===== config.mk =====
export PLATFORM = sky130hd
export DESIGN_NAME = cms_static_config
export DESIGN_NICKNAME = d
export VERILOG_FILES = /design/src/hw/cms_pkg.sv /design/src/hw/cms_static_config.sv
export SDC_FILE = /design/constraint.sdc
export NUM_CORES = 1
export LEC_CHECK = 0
export BUFFER_PORTS_ARGS = -buffer_cell sky130_fd_sc_hd__buf_2
export CELL_PAD_IN_SITES_DETAIL_PLACEMENT = 1
export CELL_PAD_IN_SITES_GLOBAL_PLACEMENT = 1
export CORE_ASPECT_RATIO = 1.25
export CORE_MARGIN = 2
export CORE_UTILIZATION = 40
export CTS_BUF_LIST = sky130_fd_sc_hd__clkbuf_4 sky130_fd_sc_hd__clkbuf_8
export DETAILED_ROUTE_END_ITERATION = 10
export GPL_ROUTABILITY_DRIVEN = 0
export PLACE_DENSITY_LB_ADDON = 0.1
export SLEW_MARGIN = 20
export SYNTH_ARGS = -nofsm -noshare
export SYNTH_HDL_FRONTEND = slang
export SYNTH_SLANG_ARGS = --single-unit

===== constraint.sdc =====
create_clock -name clk -period 3.4 [get_ports clk]
set_input_delay 0.68 -clock clk [delete_from_list [all_inputs] [get_ports clk]]
set_output_delay 0.68 -clock clk [all_outputs]
set_load 0.02 [all_outputs]

===== src/hw/cms_pkg.sv =====
/*
  shared constants and types of the clock manager static configuration block.
  assumes a 32-bit classic wishbone slave at byte addresses.
*/
package cms_pkg;
  // phase-shift modes
  typedef enum logic [2:0] {
    CMS_NONE, CMS_FIXED, CMS_VARPOS, CMS_VARCTR, CMS_DIRECT
  } cms_shift_e;
  typedef enum logic {CMS_SYS_SYNC, CMS_SRC_SYNC} cms_deskew_e;
  typedef enum logic {CMS_LOW, CMS_HIGH} cms_band_e;
  typedef enum logic {CMS_MAX_SPEED, CMS_MAX_RANGE} cms_goal_e;
  typedef logic signed [10:0] cms_phase_t;
  // wishbone request bundle
  typedef struct packed {
    logic cyc;
    logic stb;
    logic we;
    logic [3:0] sel;
    logic [7:0] adr;
    logic [31:0] dat;
  } cms_wbreq_s;
  ////////////////////////////////////////////////////////////////////////
  // register offsets
  localparam logic [7:0] OFS_CFG = 8'h00;
  localparam logic [7:0] OFS_RATIO = 8'h04;
  localparam logic [7:0] OFS_PHASE = 8'h08;
  localparam logic [7:0] OFS_STATUS = 8'h0C;
  // field positions
  localparam int CFG_HALVE = 3;
  localparam int CFG_DESKEW = 4;
  localparam int CFG_SBAND = 5;
  localparam int CFG_LBAND = 6;
  localparam int CFG_DUTY = 7;
  localparam int CFG_GOAL = 8;
  localparam int CFG_HOLD = 9;
  localparam int CFG_LPH = 10;
  localparam int CFG_JIT = 16;
  localparam int RAT_M = 8;
  localparam int RAT_D = 16;
  localparam int PH_INC = 0;
  localparam int PH_DEC = 1;
  localparam int ST_LOCK = 0;
  localparam int ST_STALL = 1;
  localparam int ST_PER = 16;
  ////////////////////////////////////////////////////////////////////////
  // defaults and ranges
  localparam int PHASE_DEF = 0;
  localparam int PHASE_MIN = -255;
  localparam int PHASE_VMAX = 255;
  localparam int PHASE_DMAX = 1023;
  localparam int RATIO2_DEF = 4;
  localparam int RATIO2_MIN = 3;
  localparam int RATIO2_HALF_MAX = 15;
  localparam int RATIO2_MAX = 32;
  localparam int SYNTH_M_DEF = 4;
  localparam int SYNTH_M_MIN = 2;
  localparam int SYNTH_M_MAX = 32;
  localparam int SYNTH_D_DEF = 1;
  localparam int SYNTH_D_MIN = 1;
  localparam int SYNTH_D_MAX = 32;
  localparam logic [15:0] JITTER_DEF = 16'hF0F0;
  localparam int LOCK_NOWAIT = 7;
  localparam logic [31:0] WB_ZERO = 32'h0000_0000;
endpackage : cms_pkg


===== src/hw/cms_static_config.sv =====
/*
  clock manager static configuration: elaboration-time settings, a divided
  clock, a synthesized clock, four phase outputs, phase offset stepping over
  wishbone and the lock-wait stall toward the startup sequencer.
  assumes refClkIn and lockIn are asynchronous pins, startupCycle is on clk.
*/
// Implementation choices: the placing of the registers and the Wishbone slave port.
`timescale 1ns/1ps
// Notes on behaviour
// - phase offset is start point in variable modes
// - variable-positive offset limited to 0..255
// - centered or fixed offset limited -255..255
// - direct offset limited to 0..1023
// - offset integer span -255..1023, default 0
// - stall chosen startup cycle until locked
// - divided clock is reference over N
// - divided clock 50/50 per band rules
// - halving divides reference by two first
// - five shift modes, default none
// - feedback delay system or source synchronous
// - synthesizer band low or high, default low
// - loop band low or high, default low
// - duty correction gives 50/50 phase outputs
// - goal speed or range, default speed
// - synthesized clock is reference times M/D
// - phase step is 1/256 reference period
// - jitter filter word defaults 0xF0F0
module cms_static_config #(
  parameter cms_pkg::cms_shift_e SHIFT_MODE = cms_pkg::CMS_NONE,
  parameter int PHASE_SHIFT = cms_pkg::PHASE_DEF,
  parameter int RATIO2 = cms_pkg::RATIO2_DEF,
  parameter int SYNTH_M = cms_pkg::SYNTH_M_DEF,
  parameter int SYNTH_D = cms_pkg::SYNTH_D_DEF,
  parameter bit HALVE = 1'b0,
  parameter cms_pkg::cms_deskew_e DESKEW = cms_pkg::CMS_SYS_SYNC,
  parameter cms_pkg::cms_band_e SYNTH_BAND = cms_pkg::CMS_LOW,
  parameter cms_pkg::cms_band_e LOOP_BAND = cms_pkg::CMS_LOW,
  parameter bit DUTY_CORR = 1'b1,
  parameter cms_pkg::cms_goal_e GOAL = cms_pkg::CMS_MAX_SPEED,
  parameter logic [15:0] JITTER_WORD = cms_pkg::JITTER_DEF,
  parameter bit HOLD_BOOT = 1'b0,
  parameter logic [2:0] LOCK_PHASE = 3'(cms_pkg::LOCK_NOWAIT)
) (
  input wire logic clk,
  input wire logic rst_b,
  input wire cms_pkg::cms_wbreq_s wbReq,
  output logic wbAck,
  output logic [31:0] wbDatOut,
  input wire logic refClkIn,
  input wire logic lockIn,
  input wire logic [2:0] startupCycle,
  output logic bootStall,
  output logic divClkOut,
  output logic synthClkOut,
  output logic synthClkInv,
  output logic phaseOut000,
  output logic phaseOut090,
  output logic phaseOut180,
  output logic phaseOut270
);
  function automatic int phaseLo(cms_pkg::cms_shift_e m);
    phaseLo = (m == cms_pkg::CMS_FIXED || m == cms_pkg::CMS_VARCTR) ? cms_pkg::PHASE_MIN : 0;
  endfunction : phaseLo
  function automatic int phaseHi(cms_pkg::cms_shift_e m);
    phaseHi = (m == cms_pkg::CMS_DIRECT) ? cms_pkg::PHASE_DMAX : cms_pkg::PHASE_VMAX;
  endfunction : phaseHi
  localparam cms_pkg::cms_phase_t LO = 11'(phaseLo(SHIFT_MODE));
  localparam cms_pkg::cms_phase_t HI = 11'(phaseHi(SHIFT_MODE));
  localparam cms_pkg::cms_phase_t START =
    (SHIFT_MODE == cms_pkg::CMS_DIRECT || SHIFT_MODE == cms_pkg::CMS_NONE) ?
    11'sh000 : 11'(PHASE_SHIFT);
  localparam bit STEPS = SHIFT_MODE == cms_pkg::CMS_VARPOS ||
    SHIFT_MODE == cms_pkg::CMS_VARCTR || SHIFT_MODE == cms_pkg::CMS_DIRECT;
  localparam logic [5:0] R = 6'(RATIO2);
  localparam logic [5:0] M2 = 6'(SYNTH_M);
  localparam logic [5:0] D = 6'(SYNTH_D);

  ////////////////////////////////////////////////////////////////////////
  // elaboration checks
  if (PHASE_SHIFT < cms_pkg::PHASE_MIN || PHASE_SHIFT > cms_pkg::PHASE_DMAX) begin : badSpan
    $error("phase offset outside overall span");
  end
  if (SHIFT_MODE != cms_pkg::CMS_NONE && SHIFT_MODE != cms_pkg::CMS_DIRECT &&
      (PHASE_SHIFT < phaseLo(SHIFT_MODE) || PHASE_SHIFT > phaseHi(SHIFT_MODE))) begin : badPh
    $error("phase offset outside mode range");
  end
  if (SHIFT_MODE == cms_pkg::CMS_DIRECT &&
      (PHASE_SHIFT < 0 || PHASE_SHIFT > cms_pkg::PHASE_DMAX)) begin : badDir
    $error("direct phase offset outside range");
  end
  if (RATIO2 < cms_pkg::RATIO2_MIN || RATIO2 > cms_pkg::RATIO2_MAX ||
      (RATIO2 > cms_pkg::RATIO2_HALF_MAX && RATIO2 % 2 != 0)) begin : badDv
    $error("divided clock ratio not allowed");
  end
  if (SYNTH_M < cms_pkg::SYNTH_M_MIN || SYNTH_M > cms_pkg::SYNTH_M_MAX ||
      SYNTH_D < cms_pkg::SYNTH_D_MIN || SYNTH_D > cms_pkg::SYNTH_D_MAX) begin : badFx
    $error("synthesizer factors out of range");
  end

  ////////////////////////////////////////////////////////////////////////
  // pin synchronisers
  logic [2:0] refSync;
  logic [2:0] lockSync;
  logic refLvl;
  logic lockLvl;
  always_ff @(posedge clk) begin
    if (!rst_b) begin
      refSync <= 3'h0;
      lockSync <= 3'h0;
      refLvl <= 1'b0;
      lockLvl <= 1'b0;
    end else begin
      refSync <= {refSync[1:0], refClkIn};
      lockSync <= {lockSync[1:0], lockIn};
      if (refSync[1] == refSync[2]) refLvl <= refSync[2];
      if (lockSync[1] == lockSync[2]) lockLvl <= lockSync[2];
    end
  end

  ////////////////////////////////////////////////////////////////////////
  // effective reference and period measure
  logic refPrev;
  logic halfRef;
  logic effPrev;
  logic [15:0] cnt;
  logic [15:0] period;
  wire effRef = HALVE ? halfRef : refLvl;
  wire effRise = effRef && !effPrev;
  wire effEdge = effRef != effPrev;
  always_ff @(posedge clk) begin
    if (!rst_b) begin
      refPrev <= 1'b0;
      halfRef <= 1'b0;
      effPrev <= 1'b0;
      cnt <= 16'h0000;
      period <= 16'h0000;
    end else begin
      refPrev <= refLvl;
      if (refLvl && !refPrev) halfRef <= !halfRef;
      effPrev <= effRef;
      if (effRise) begin
        period <= cnt + 16'h0001;
        cnt <= 16'h0000;
      end else if (cnt != 16'hFFFF) begin
        cnt <= cnt + 16'h0001;
      end
    end
  end

  ////////////////////////////////////////////////////////////////////////
  // divided clock, counted in reference half periods
  logic [5:0] hc;
  logic alt;
  logic [5:0] hiLen;
  logic [5:0] nextHc;
  always_comb begin
    nextHc = (hc == R - 6'h01) ? 6'h00 : hc + 6'h01;
    if (!R[0]) hiLen = R >> 1;
    else if (SYNTH_BAND == cms_pkg::CMS_HIGH || LOOP_BAND == cms_pkg::CMS_HIGH)
      hiLen = (R - 6'h01) >> 1;
    else hiLen = alt ? (R + 6'h01) >> 1 : (R - 6'h01) >> 1;
  end
  always_ff @(posedge clk) begin
    if (!rst_b) begin
      hc <= 6'h00;
      alt <= 1'b0;
      divClkOut <= 1'b0;
    end else if (effEdge) begin
      hc <= nextHc;
      if (nextHc == 6'h00) alt <= !alt;
      divClkOut <= nextHc < hiLen;
    end
  end

  ////////////////////////////////////////////////////////////////////////
  // synthesized clock: toggles 2M times per D reference periods
  logic [22:0] acc;
  wire [22:0] lim = 23'(period) * 23'(D);
  wire [22:0] sum = acc + 23'({M2, 1'b0});
  always_ff @(posedge clk) begin
    if (!rst_b) begin
      acc <= 23'h000000;
      synthClkOut <= 1'b0;
      synthClkInv <= 1'b1;
    end else if (period != 16'h0000) begin
      if (sum >= lim) begin
        acc <= sum - lim;
        synthClkOut <= !synthClkOut;
        synthClkInv <= synthClkOut;
      end else begin
        acc <= sum;
      end
    end
  end

  ////////////////////////////////////////////////////////////////////////
  // phase outputs: 090/270 regenerated from the measured period, 000/180 too with duty correction, else from the reference
  wire [15:0] halfP = period >> 1;
  wire [15:0] qtrP = period >> 2;
  wire [15:0] cNow = effRise ? 16'h0000 : cnt + 16'h0001;
  wire win = cNow >= qtrP && cNow < halfP + qtrP;
  always_ff @(posedge clk) begin
    if (!rst_b) begin
      phaseOut000 <= 1'b0;
      phaseOut090 <= 1'b0;
      phaseOut180 <= 1'b1;
      phaseOut270 <= 1'b1;
    end else if (DUTY_CORR) begin
      phaseOut000 <= cNow < halfP;
      phaseOut180 <= !(cNow < halfP);
      phaseOut090 <= win;
      phaseOut270 <= !win;
    end else begin
      phaseOut000 <= effRef;
      phaseOut180 <= !effRef;
      phaseOut090 <= win;
      phaseOut270 <= !win;
    end
  end

  ////////////////////////////////////////////////////////////////////////
  // lock-wait stall
  wire waitOn = HOLD_BOOT && LOCK_PHASE != 3'(cms_pkg::LOCK_NOWAIT);
  always_ff @(posedge clk) begin
    if (!rst_b) bootStall <= 1'b0;
    else bootStall <= waitOn && startupCycle == LOCK_PHASE && !lockLvl;
  end

  ////////////////////////////////////////////////////////////////////////
  // wishbone slave and phase offset
  cms_pkg::cms_phase_t phase;
  wire req = wbReq.cyc && wbReq.stb && !wbAck;
  wire phWr = req && wbReq.we && wbReq.sel[0] && wbReq.adr == cms_pkg::OFS_PHASE;
  wire inc = phWr && wbReq.dat[cms_pkg::PH_INC] && !wbReq.dat[cms_pkg::PH_DEC];
  wire dec = phWr && wbReq.dat[cms_pkg::PH_DEC] && !wbReq.dat[cms_pkg::PH_INC];
  always_ff @(posedge clk) begin
    if (!rst_b) phase <= START;
    else if (STEPS && inc && phase < HI) phase <= phase + 11'sh001;
    else if (STEPS && dec && phase > LO) phase <= phase - 11'sh001;
  end
  logic [31:0] rd;
  always_comb begin
    rd = cms_pkg::WB_ZERO;
    if (wbReq.adr == cms_pkg::OFS_CFG) begin
      rd[2:0] = SHIFT_MODE;
      rd[cms_pkg::CFG_HALVE] = HALVE;
      rd[cms_pkg::CFG_DESKEW] = DESKEW;
      rd[cms_pkg::CFG_SBAND] = SYNTH_BAND;
      rd[cms_pkg::CFG_LBAND] = LOOP_BAND;
      rd[cms_pkg::CFG_DUTY] = DUTY_CORR;
      rd[cms_pkg::CFG_GOAL] = GOAL;
      rd[cms_pkg::CFG_HOLD] = HOLD_BOOT;
      rd[cms_pkg::CFG_LPH +: 3] = LOCK_PHASE;
      rd[cms_pkg::CFG_JIT +: 16] = JITTER_WORD;
    end else if (wbReq.adr == cms_pkg::OFS_RATIO) begin
      rd[5:0] = R;
      rd[cms_pkg::RAT_M +: 6] = M2;
      rd[cms_pkg::RAT_D +: 6] = D;
    end else if (wbReq.adr == cms_pkg::OFS_PHASE) begin
      rd[10:0] = phase;
    end else if (wbReq.adr == cms_pkg::OFS_STATUS) begin
      rd[cms_pkg::ST_LOCK] = lockLvl;
      rd[cms_pkg::ST_STALL] = bootStall;
      rd[cms_pkg::ST_PER +: 16] = period;
    end
  end
  always_ff @(posedge clk) begin
    if (!rst_b) begin
      wbAck <= 1'b0;
      wbDatOut <= cms_pkg::WB_ZERO;
    end else begin
      wbAck <= req;
      if (req && !wbReq.we) wbDatOut <= rd;
    end
  end
endmodule : cms_static_config


==> results.yml, run 1 <==
yosys:
  synth_top_family_by_area: "simple AND/OR/NAND/NOR gates"
  syn_inst: 842
  ys_types: 73
  yosys.area_share.simple_pct: 20.7
  synth_top_area_share_pct: 28.1
  synth_area_leader_cell: "dfxtp_1"
  synth_fa_ha_area_share_pct: 16.0
  ys_top_cells_by_count: "nor2_1 (104), dfxtp_1 (98), ha_1 (86)"
  yosys_warnings: 0
  ys_seq_area_share_pct: 28.1
  synth_edf_count: 0
  synth-compound-area-share_pct: 20.4
  avgSynthCellArea_um2: 8.30
  synthTopCellsByArea: "dfxtp_1 (28%), ha_1 (15%), nor2_1 (5.6%), xnor2_1 (4.9%), a21oi_1 (4.9%)"
  synth-async-reset-ratio_pct: 0
  synth-xor-area-share_pct: 7.52
  synthFlopType: "dfxtp_1"
  yosysMostFrequentCell: "nor2_1"
  synth_area_mm2: 0.00699
  synth-seq-cells: 98
  synthMuxAreaShare_pct: 1.86
clock_network:
  root_buffer: "clkbuf_8"
  clk_latency_ns: 0.40
  cts.reportedPaths.clkPinSlew_ns: 0.11
  numCtsBuffers: 9
  numClockSinks: 98
  postCtsHoldBufs: 0
  cts_tree: "built"
  clockBufferDepth: 2
  h-tree-depth: 3
sta:
  setup_viol: 1
  maxSlewHeadroom_pct: 45.0
  finalClockSkew_ns: 0.0164
  worst_slack_ns: -0.0398
  rsz0062_at_grt: "true"
  fmax_mhz: 291
  whs_ns: 0.456
  drv_slew: 0
  fin_crit_sh_pct: 101
  finalHoldViolCount: 0
  period_needed_ns: 3.44
  worst_pin_slew_ns: 0.826
cells_and_area:
  fin_nets: 1078
  n_antenna_cell: 0
  area_growth_pct: 20.5
  finalNonFillerCells: 1165
  drive_gt1_share_pct: 22.4
  final_area_mm2: 0.00842
  fin_util_pct: 48.7
pwr:
  p_leak_nw: 3.60
  finalPower_mw: 3.51
  p_per_area_mw_per_mm2: 416
  vdd_drop_max_v: 0.000222
worst_setup_path:
  crit_path_max_incr_delay_ns: 0.42
  worst_path_max_delay_cell: "or4_4"
  start_kind: "flip-flop"
  critPathRequiredTime_ns: 3.74
  r2r_setup_slack_ns: -0.04
  worstSetupPathType: "flip-flop to flip-flop"
  r2r-end: "acc[18]"
  crit_chain: "nand3_1 > nor2_1 > xor2_1 > ha_1 > and2_4 > and3_4 > and3_4 > o31a_1 > o31a_1 > or3_1 > or4_4 > nand2_2 > mux2i_1"
  path_max_fanout: 6
  ff2ff_path_depth: 13
  cp-end-kind: "flip-flop"
  critPathArrivalTime_ns: 3.78
  r2r_start: "acc[5]"
placed_design:
  place_inst: 1137
  portBuffers: 44
  dp_hpwl_mm: 15.7
  dpl_cell_area_mm2: 0.00782
drt:
  routed_wl_mm: 20.0
  drc: 0
  wl_per_cell_um: 17.2
  drtAntennaViolNets: 0
  viasPerCell: 5.48
  drt-initial-drc-count: 187
  dr.pass1.iters: 4
  vias: 6379
status:
  failed_checks: "setup timing"
  outcome: "finished with violations"
grt:
  antenna_found_initial: 0
  grt_pass1_vias: 6545
  grt-ovfl-total: 0
  grt_max_degree: 38
  grt_util_all_layers_pct: 22.0
  grt_first_pass_wirelength_mm: 32.1
floorplan:
  initial_utilization_pct: 40.4
  die-area_mm2: 0.0185
  num_rows: 54
  core-area_mm2: 0.0173
  io_pins: 95
  die_h_um: 152
  fp.dieW_um: 122
min_path:
  hold_path_end: "refSync[1]"
  hp-class: "flip-flop to flip-flop"
  holdPathStages: 1
  min_from: "refSync[0]"
flow_run:
  maxCapViolations: 0
## routing by layer
layer	vias to the layer above	part of all wire [%]	track usage, %
li1	3195	-	-
met1	3090	41	24.3
met2	62	54	42.1
met3	32	1.7	3.29
met4	0	2.6	7.87
met5	-	0	0
## worst max-delay path by stage
stage | start | slack [ns] | depth (start not counted) | endpoint
floorplan | acc[3] | -0.01 | 15 | acc[18]
global placement | acc[4] | -0.11 | 15 | acc[18]
detailed placement | acc[4] | -0.20 | 15 | acc[18]
CTS | acc[3] | -0.07 | 15 | acc[18]
global route | acc[4] | -0.18 | 15 | acc[18]
finish | acc[5] | -0.04 | 13 | acc[18]
## cell usage in the layout (no fill, tap or decap), types with 5 or more instances in the layout
| cell type | count |
|---|---|
| a211oi_1 | 18 |
| a31oi_1 | 9 |
| a221oi_1 | 8 |
| o21ai_0 | 25 |
| xnor2_1 | 35 |
| dfxtp_1 | 89 |
| a21oi_1 | 64 |
| or3_1 | 7 |
| dfxtp_4 | 5 |
| nor2_1 | 97 |
| mux2i_1 | 13 |
| xor2_1 | 21 |
| nor2b_1 | 7 |
| o21a_1 | 5 |
| o2111ai_1 | 5 |
| buf_2 | 44 |
| buf_4 | 76 |
| nand2_1 | 41 |
| a21o_1 | 18 |
| nand2b_1 | 10 |
| o211ai_1 | 8 |
| nand3_1 | 20 |
| ha_1 | 84 |
| and3_1 | 5 |
| a22oi_1 | 8 |
| conb_1 | 11 |
| and2_1 | 12 |
| nor3_1 | 20 |
| nor4_1 | 5 |
| clkbuf_8 | 10 |
| inv_1 | 31 |
| nand4_1 | 14 |
## worst max-delay path: cells and delay by family, from the launching register on
kind | cells | cell delay (ns)
compound gates | 2 | 0.58
flops | 1 | 0.40
xor+xnor | 1 | 0.26
fa+ha+maj | 1 | 0.30
simple gates | 8 | 1.67
mux | 1 | 0.17
## power breakdown
group	switching, mW	internal (mW)
combinational	0.779	0.722
sequential	0.0436	1.19
clock	0.470	0.303
## final cells by class
type	count	area [um2]
fill	2094	8870
clock buffer	10	138
multi-input combinational	671	4990
tap	224	280
inverter	32	120
timing repair buffer	124	845
sequential	98	1990
clock inverter	6	61.3
## metrics by stage
step | TNS (ns) | setup WS [ns]
finish | -0.0398 | -0.0398
global route | -1.42 | -0.178
CTS | -0.0687 | -0.0687
detailed placement | -1.50 | -0.199
global placement | -0.340 | -0.107
floorplan | -0.0127 | -0.0127
## timing repair
action | in CTS | in global routing
pin swaps | 13 | 20
gates resized for setup | 23 | 54
endpoints found under the setup margin | 21 | 21
setup buffers | 2 | 11
gates cloned | 0 | 0
## logic make-up after synthesis
kind of cell | count (synthesis)
AND/OR/NAND/NOR | 283
AO/OA/AOI/OAI | 216
flip-flops | 98
adder cells (fa/ha/maj) | 88
buffers and inverters | 83
XOR/XNOR | 60
multiplexers | 13
other | 1
## flip-flops by register name, summed over array words and instances, names as in the netlist, 3 cells and up
register	cells
acc	23
wbDatOut	20
cnt	16
period	16
hc	6
lockSync	3
refSync	3
No activity file was read; power rests on OpenSTA's default activity.
==> inputs of run 2 (changes only) <==
Settings changed: CORE_UTILIZATION 40 to 41.
==> results.yml, run 2 (synthesis results as in run 1) <==
drt:
  routed_wl_mm: 20.8
  drc: 0
  wl_met2_mm: 11.4
  top_layer: "met4"
  vias: 6460
  met1_length_mm: 8.45
  wl_met3_um: 356
  drtAntennaViolNets: 0
  drt-initial-drc-count: 165
  wl_per_cell_um: 17.9
  dr.pass1.iters: 4
  viasPerCell: 5.56
cells_and_area:
  largest_reg_flops: 23
  most-common-layout-cells: "nor2_1 (101), dfxtp_1 (89), ha_1 (83)"
  area_growth_pct: 21.1
  top_regs: "acc x23, wbDatOut x20"
  largest-register: "acc"
  multiInputGateArea_mm2: 0.00499
  finalNonFillerCells: 1161
  drive_gt1_share_pct: 22.8
  fin_nets: 1078
  fillers: 2012
  n_antenna_cell: 0
  mostFrequentLayoutCell: "nor2_1"
  fin_util_pct: 50.4
  regArea_mm2: 0.00199
worst_setup_path:
  cp-end-kind: "flip-flop"
  worst_path_max_delay_cell: "or4_4"
  worst-path-buf-inv: 0
  worstSetupPathType: "flip-flop to flip-flop"
  crit_path_max_incr_delay_ns: 0.42
  r2r_setup_slack_ns: -0.08
  path_max_fanout: 3
  cp_top_family: "simple AND/OR/NAND/NOR gates"
  critPathRequiredTime_ns: 3.73
  start_kind: "flip-flop"
  crit_chain: "ha_4 > nand3_4 > nor2_4 > nand2_2 > xnor2_2 > ha_1 > and2_4 > and3_4 > and3_4 > o31a_1 > o31a_1 > or3_4 > or4_4 > nand2_2 > mux2i_1"
  critPathArrivalTime_ns: 3.81
flow_run:
  maxCapViolations: 0
sta:
  period_needed_ns: 3.48
  setup_viol: 2
  maxSlewHeadroom_pct: 35.2
  drv_slew: 0
  finalClockSkew_ns: 0.0132
  worst_slack_ns: -0.0780
  worst_pin_slew_ns: 0.970
  rsz0062_at_grt: "true"
  fin_crit_sh_pct: 102
  finalHoldViolCount: 0
  fmax_mhz: 288
floorplan:
  fp.dieW_um: 121
  initial_utilization_pct: 41.7
  die_h_um: 150
  num_rows: 53
  core-area_mm2: 0.0168
  io_pins: 95
  die-area_mm2: 0.0181
grt:
  grt_max_degree: 47
  grt_first_pass_wirelength_mm: 32.6
  antenna_found_initial: 0
  grt_pass1_vias: 6795
  grt-ovfl-total: 0
  grt_util_all_layers_pct: 22.5
clock_network:
  numClockSinks: 98
  clockBufferDepth: 2
  h-tree-depth: 3
  cts.reportedPaths.clkPinSlew_ns: 0.11
  numCtsBuffers: 9
  cts_tree: "built"
  root_buffer: "clkbuf_8"
  clk_latency_ns: 0.40
pwr:
  p_leak_nw: 3.62
  vdd_drop_max_v: 0.000216
  p_per_area_mw_per_mm2: 431
placed_design:
  place_inst: 1129
  dp_hpwl_mm: 15.7
  portBuffers: 44
status:
  failed_checks: "setup timing"
  outcome: "finished with violations"
min_path:
  hp-class: "flip-flop to flip-flop"
-- run 2: per-stage QoR --
stage          hold WS [ns]  power [mW]  area, um2  setup TNS [ns]  setup slack [ns]
2_1_floorplan         0.412        2.07       7050         -0.0127           -0.0127
3_3_place_gp          0.415        2.45       7780          -0.145            -0.124
3_5_place_dp          0.428        2.51       7780          -0.745            -0.198
4_1_cts               0.453        3.33       8100         -0.0447           -0.0232
5_1_grt               0.469        3.85       8460           -1.12            -0.223
6_report              0.449        3.65       8460          -0.121           -0.0780
-- run 2: timing repair --
action	in CTS	in global routing
setup endpoints to repair	14	24
pin swaps	13	34
hold buffers	0	0
resized for setup	23	56
buffers inserted	4	13
-- run 2: final timing paths --
| kind | start | end | depth (start not counted) |
|---|---|---|---|
| hold reg to reg | lockSync[0] | lockSync[1] | 1 |
| setup / recovery | acc[4] | acc[18] | 15 |
| hold / removal | lockSync[0] | lockSync[1] | 1 |
| setup reg to reg | acc[4] | acc[18] | 15 |
-- run 2: power breakdown --
| part | total, mW | internal, mW | switching, mW |
|---|---|---|---|
| registers | 1.23 | 1.19 | 0.0453 |
| logic | 1.63 | 0.802 | 0.826 |
| clock network | 0.783 | 0.303 | 0.480 |
| total | 3.65 | 2.29 | 1.35 |
-- run 2: metal layers --
| layer | track usage, % | vias to the layer above |
|---|---|---|
| met5 | 0 | - |
| met4 | 9.01 | 0 |
| met3 | 2.59 | 30 |
| met2 | 43.9 | 59 |
| met1 | 24.3 | 3175 |
| li1 | - | 3196 |
-- run 2: layout make-up --
| cell class | instances | area share, % |
|---|---|---|
| Tap cell | 220 | 3.25 |
| Timing Repair Buffer | 124 | 10.5 |
| Sequential cell | 98 | 23.5 |
| Clock inverter | 6 | 0.710 |
| Multi-Input combinational cell | 671 | 59.0 |
| Clock buffer | 10 | 1.63 |
| Inverter | 32 | 1.42 |
==> inputs of run 3 (changes only) <==
Settings changed: REMOVE_ABC_BUFFERS set to 1.
==> results.yml, run 3 (synthesis results as in run 1) <==
drt:
  dr.pass1.iters: 4
  vias: 6529
  drt-initial-drc-count: 175
  wl_per_cell_um: 18.0
  drc: 0
  viasPerCell: 5.55
  routed_wl_mm: 21.2
  drtAntennaViolNets: 0
pwr:
  intPower_mw: 2.21
  p_sw_share_pct: 36.6
  p_leak_nw: 3.63
  finalPower_mw: 3.49
  power_frac_seq_pct: 35.3
  share_comb_of_total_power_pct: 40.3
  vdd_drop_max_v: 0.000219
  p_per_area_mw_per_mm2: 409
  power_switching_mw: 1.28
  clkPwrFrac_pct: 24.4
sta:
  setup_viol: 0
  period_needed_ns: 3.39
  maxSlewHeadroom_pct: 53.9
  finalClockSkew_ns: 0.0185
  worst_pin_slew_ns: 0.692
  drv_slew: 0
  rsz0062_at_grt: "true"
  finalHoldViolCount: 0
  fmax_mhz: 295
  fin_crit_sh_pct: 99.8
worst_setup_path:
  cp_common_cell: "buf_4"
  r2r_start: "acc[5]"
  worst_path_max_delay_cell: "or4b_4"
  start_kind: "flip-flop"
  crit_path_max_incr_delay_ns: 0.52
  cp-end-kind: "flip-flop"
  path_depth: 14
  worst-path-buf-inv: 4
  r2r-end: "acc[17]"
  setup.worst_path.end: "acc[17]"
  path_max_fanout: 4
  critPathRequiredTime_ns: 3.74
  ff2ff_path_depth: 14
  r2r_setup_slack_ns: 0.005
  crit_chain: "buf_4 > nand4_2 > or3_4 > xnor2_1 > ha_1 > buf_4 > nand3_1 > buf_4 > o31ai_2 > buf_4 > o211ai_1 > or4b_4 > a31o_1 > a21oi_1"
  cp_top_family: "simple AND/OR/NAND/NOR gates"
  worstSetupPathType: "flip-flop to flip-flop"
  critPathArrivalTime_ns: 3.74
  cp-startpoint: "acc[5]"
floorplan:
  io_pins: 95
  initial_utilization_pct: 41.7
  core-area_mm2: 0.0168
  fp.dieW_um: 121
  die-area_mm2: 0.0181
  num_rows: 53
  die_h_um: 150
status:
  outcome: "complete, no violations"
clock_network:
  cts.reportedPaths.clkPinSlew_ns: 0.11
  cts_tree: "built"
  root_buffer: "clkbuf_8"
  postCtsHoldBufs: 0
  numCtsBuffers: 9
  clk_latency_ns: 0.40
  clockBufferDepth: 2
  numClockSinks: 98
  h-tree-depth: 3
grt:
  grt_util_all_layers_pct: 23.1
  antenna_found_initial: 0
  grt_max_degree: 21
  grt_pass1_vias: 6713
  grt_first_pass_wirelength_mm: 33.2
  grt-ovfl-total: 0
placed_design:
  dp_hpwl_mm: 16.2
  place_inst: 1139
  portBuffers: 44
flow_run:
  maxCapViolations: 0
cells_and_area:
  finalNonFillerCells: 1177
  mostFrequentLayoutCell: "nor2_1"
  top_regs: "acc x23, wbDatOut x20"
  largest_reg_flops: 23
  n_antenna_cell: 0
  area_growth_pct: 22.1
  drive_gt1_share_pct: 23.8
  fin_nets: 1094
  most-common-layout-cells: "nor2_1 (98), buf_4 (91), dfxtp_1 (88)"
  largest-register: "acc"
min_path:
  hp-class: "flip-flop to flip-flop"
## run 3: through the flow
stage	area, um2	setup WS [ns]	hold WS [ns]	setup TNS, ns	util (%)
2_1_floorplan	6770	-0.142	0.412	-0.356	-
3_3_place_gp	7840	-0.118	0.413	-0.568	46.7
3_5_place_dp	7840	-0.224	0.423	-2.58	46.7
4_1_cts	8260	-0.0499	0.451	-0.0538	49.2
5_1_grt	8530	-0.152	0.463	-1.57	50.8
6_report	8530	0.00542	0.447	0	50.8
## run 3: worst reg2reg max path: cells and delay by family (launching register included)
kind | cells | cell delay, ns
buffers and inverters | 4 | 0.57
adders and majority gates | 1 | 0.32
DFF | 1 | 0.40
and+or+nand+nor | 4 | 1.18
AOI/OAI and AO/OA | 4 | 0.73
xor gates and xnor gates | 1 | 0.15
## run 3: layout make-up
cell class | instances | area (um2)
fill | 1994 | 8250
clock buffer | 10 | 138
tap | 220 | 275
inverter | 32 | 120
sequential | 98 | 1980
timing repair buffer | 140 | 968
clock inverter | 6 | 82.6
multi-input combinational | 671 | 4960
## run 3: per-layer routing
metal  track usage (%)  routed length (um)  vias up
met2              44.2               11400       58
met4              8.60                 576        0
met3              3.01                 361       35
met1              25.6                8890     3196
li1                  -                   -     3240
met5                 0                   0        -
## run 3: repair_timing
action | CTS | global route
gates resized for setup | 31 | 44
setup endpoints to repair | 23 | 27
setup buffers | 10 | 12
pin swaps | 15 | 31
## run 3: power groups by stage
stage	Combinational [mW]	Clock [mW]	Sequential, mW
5_1_grt	1.53	0.922	1.24
3_3_place_gp	1.18	0	1.25
2_1_floorplan	0.726	0	1.26
3_5_place_dp	1.22	0	1.25
4_1_cts	1.26	0.888	1.23
6_report	1.41	0.853	1.23
## run 3: worst min path at each step
stage | start | to | slack, ns | cells after the start
finish | refSync[0] | refSync[1] | 0.45 | 1
global route | refSync[0] | refSync[1] | 0.46 | 1
CTS | refSync[0] | refSync[1] | 0.45 | 1
detailed placement | refSync[0] | refSync[1] | 0.42 | 1
global placement | refSync[0] | refSync[1] | 0.41 | 1
floorplan | lockSync[0] | lockSync[1] | 0.41 | 1
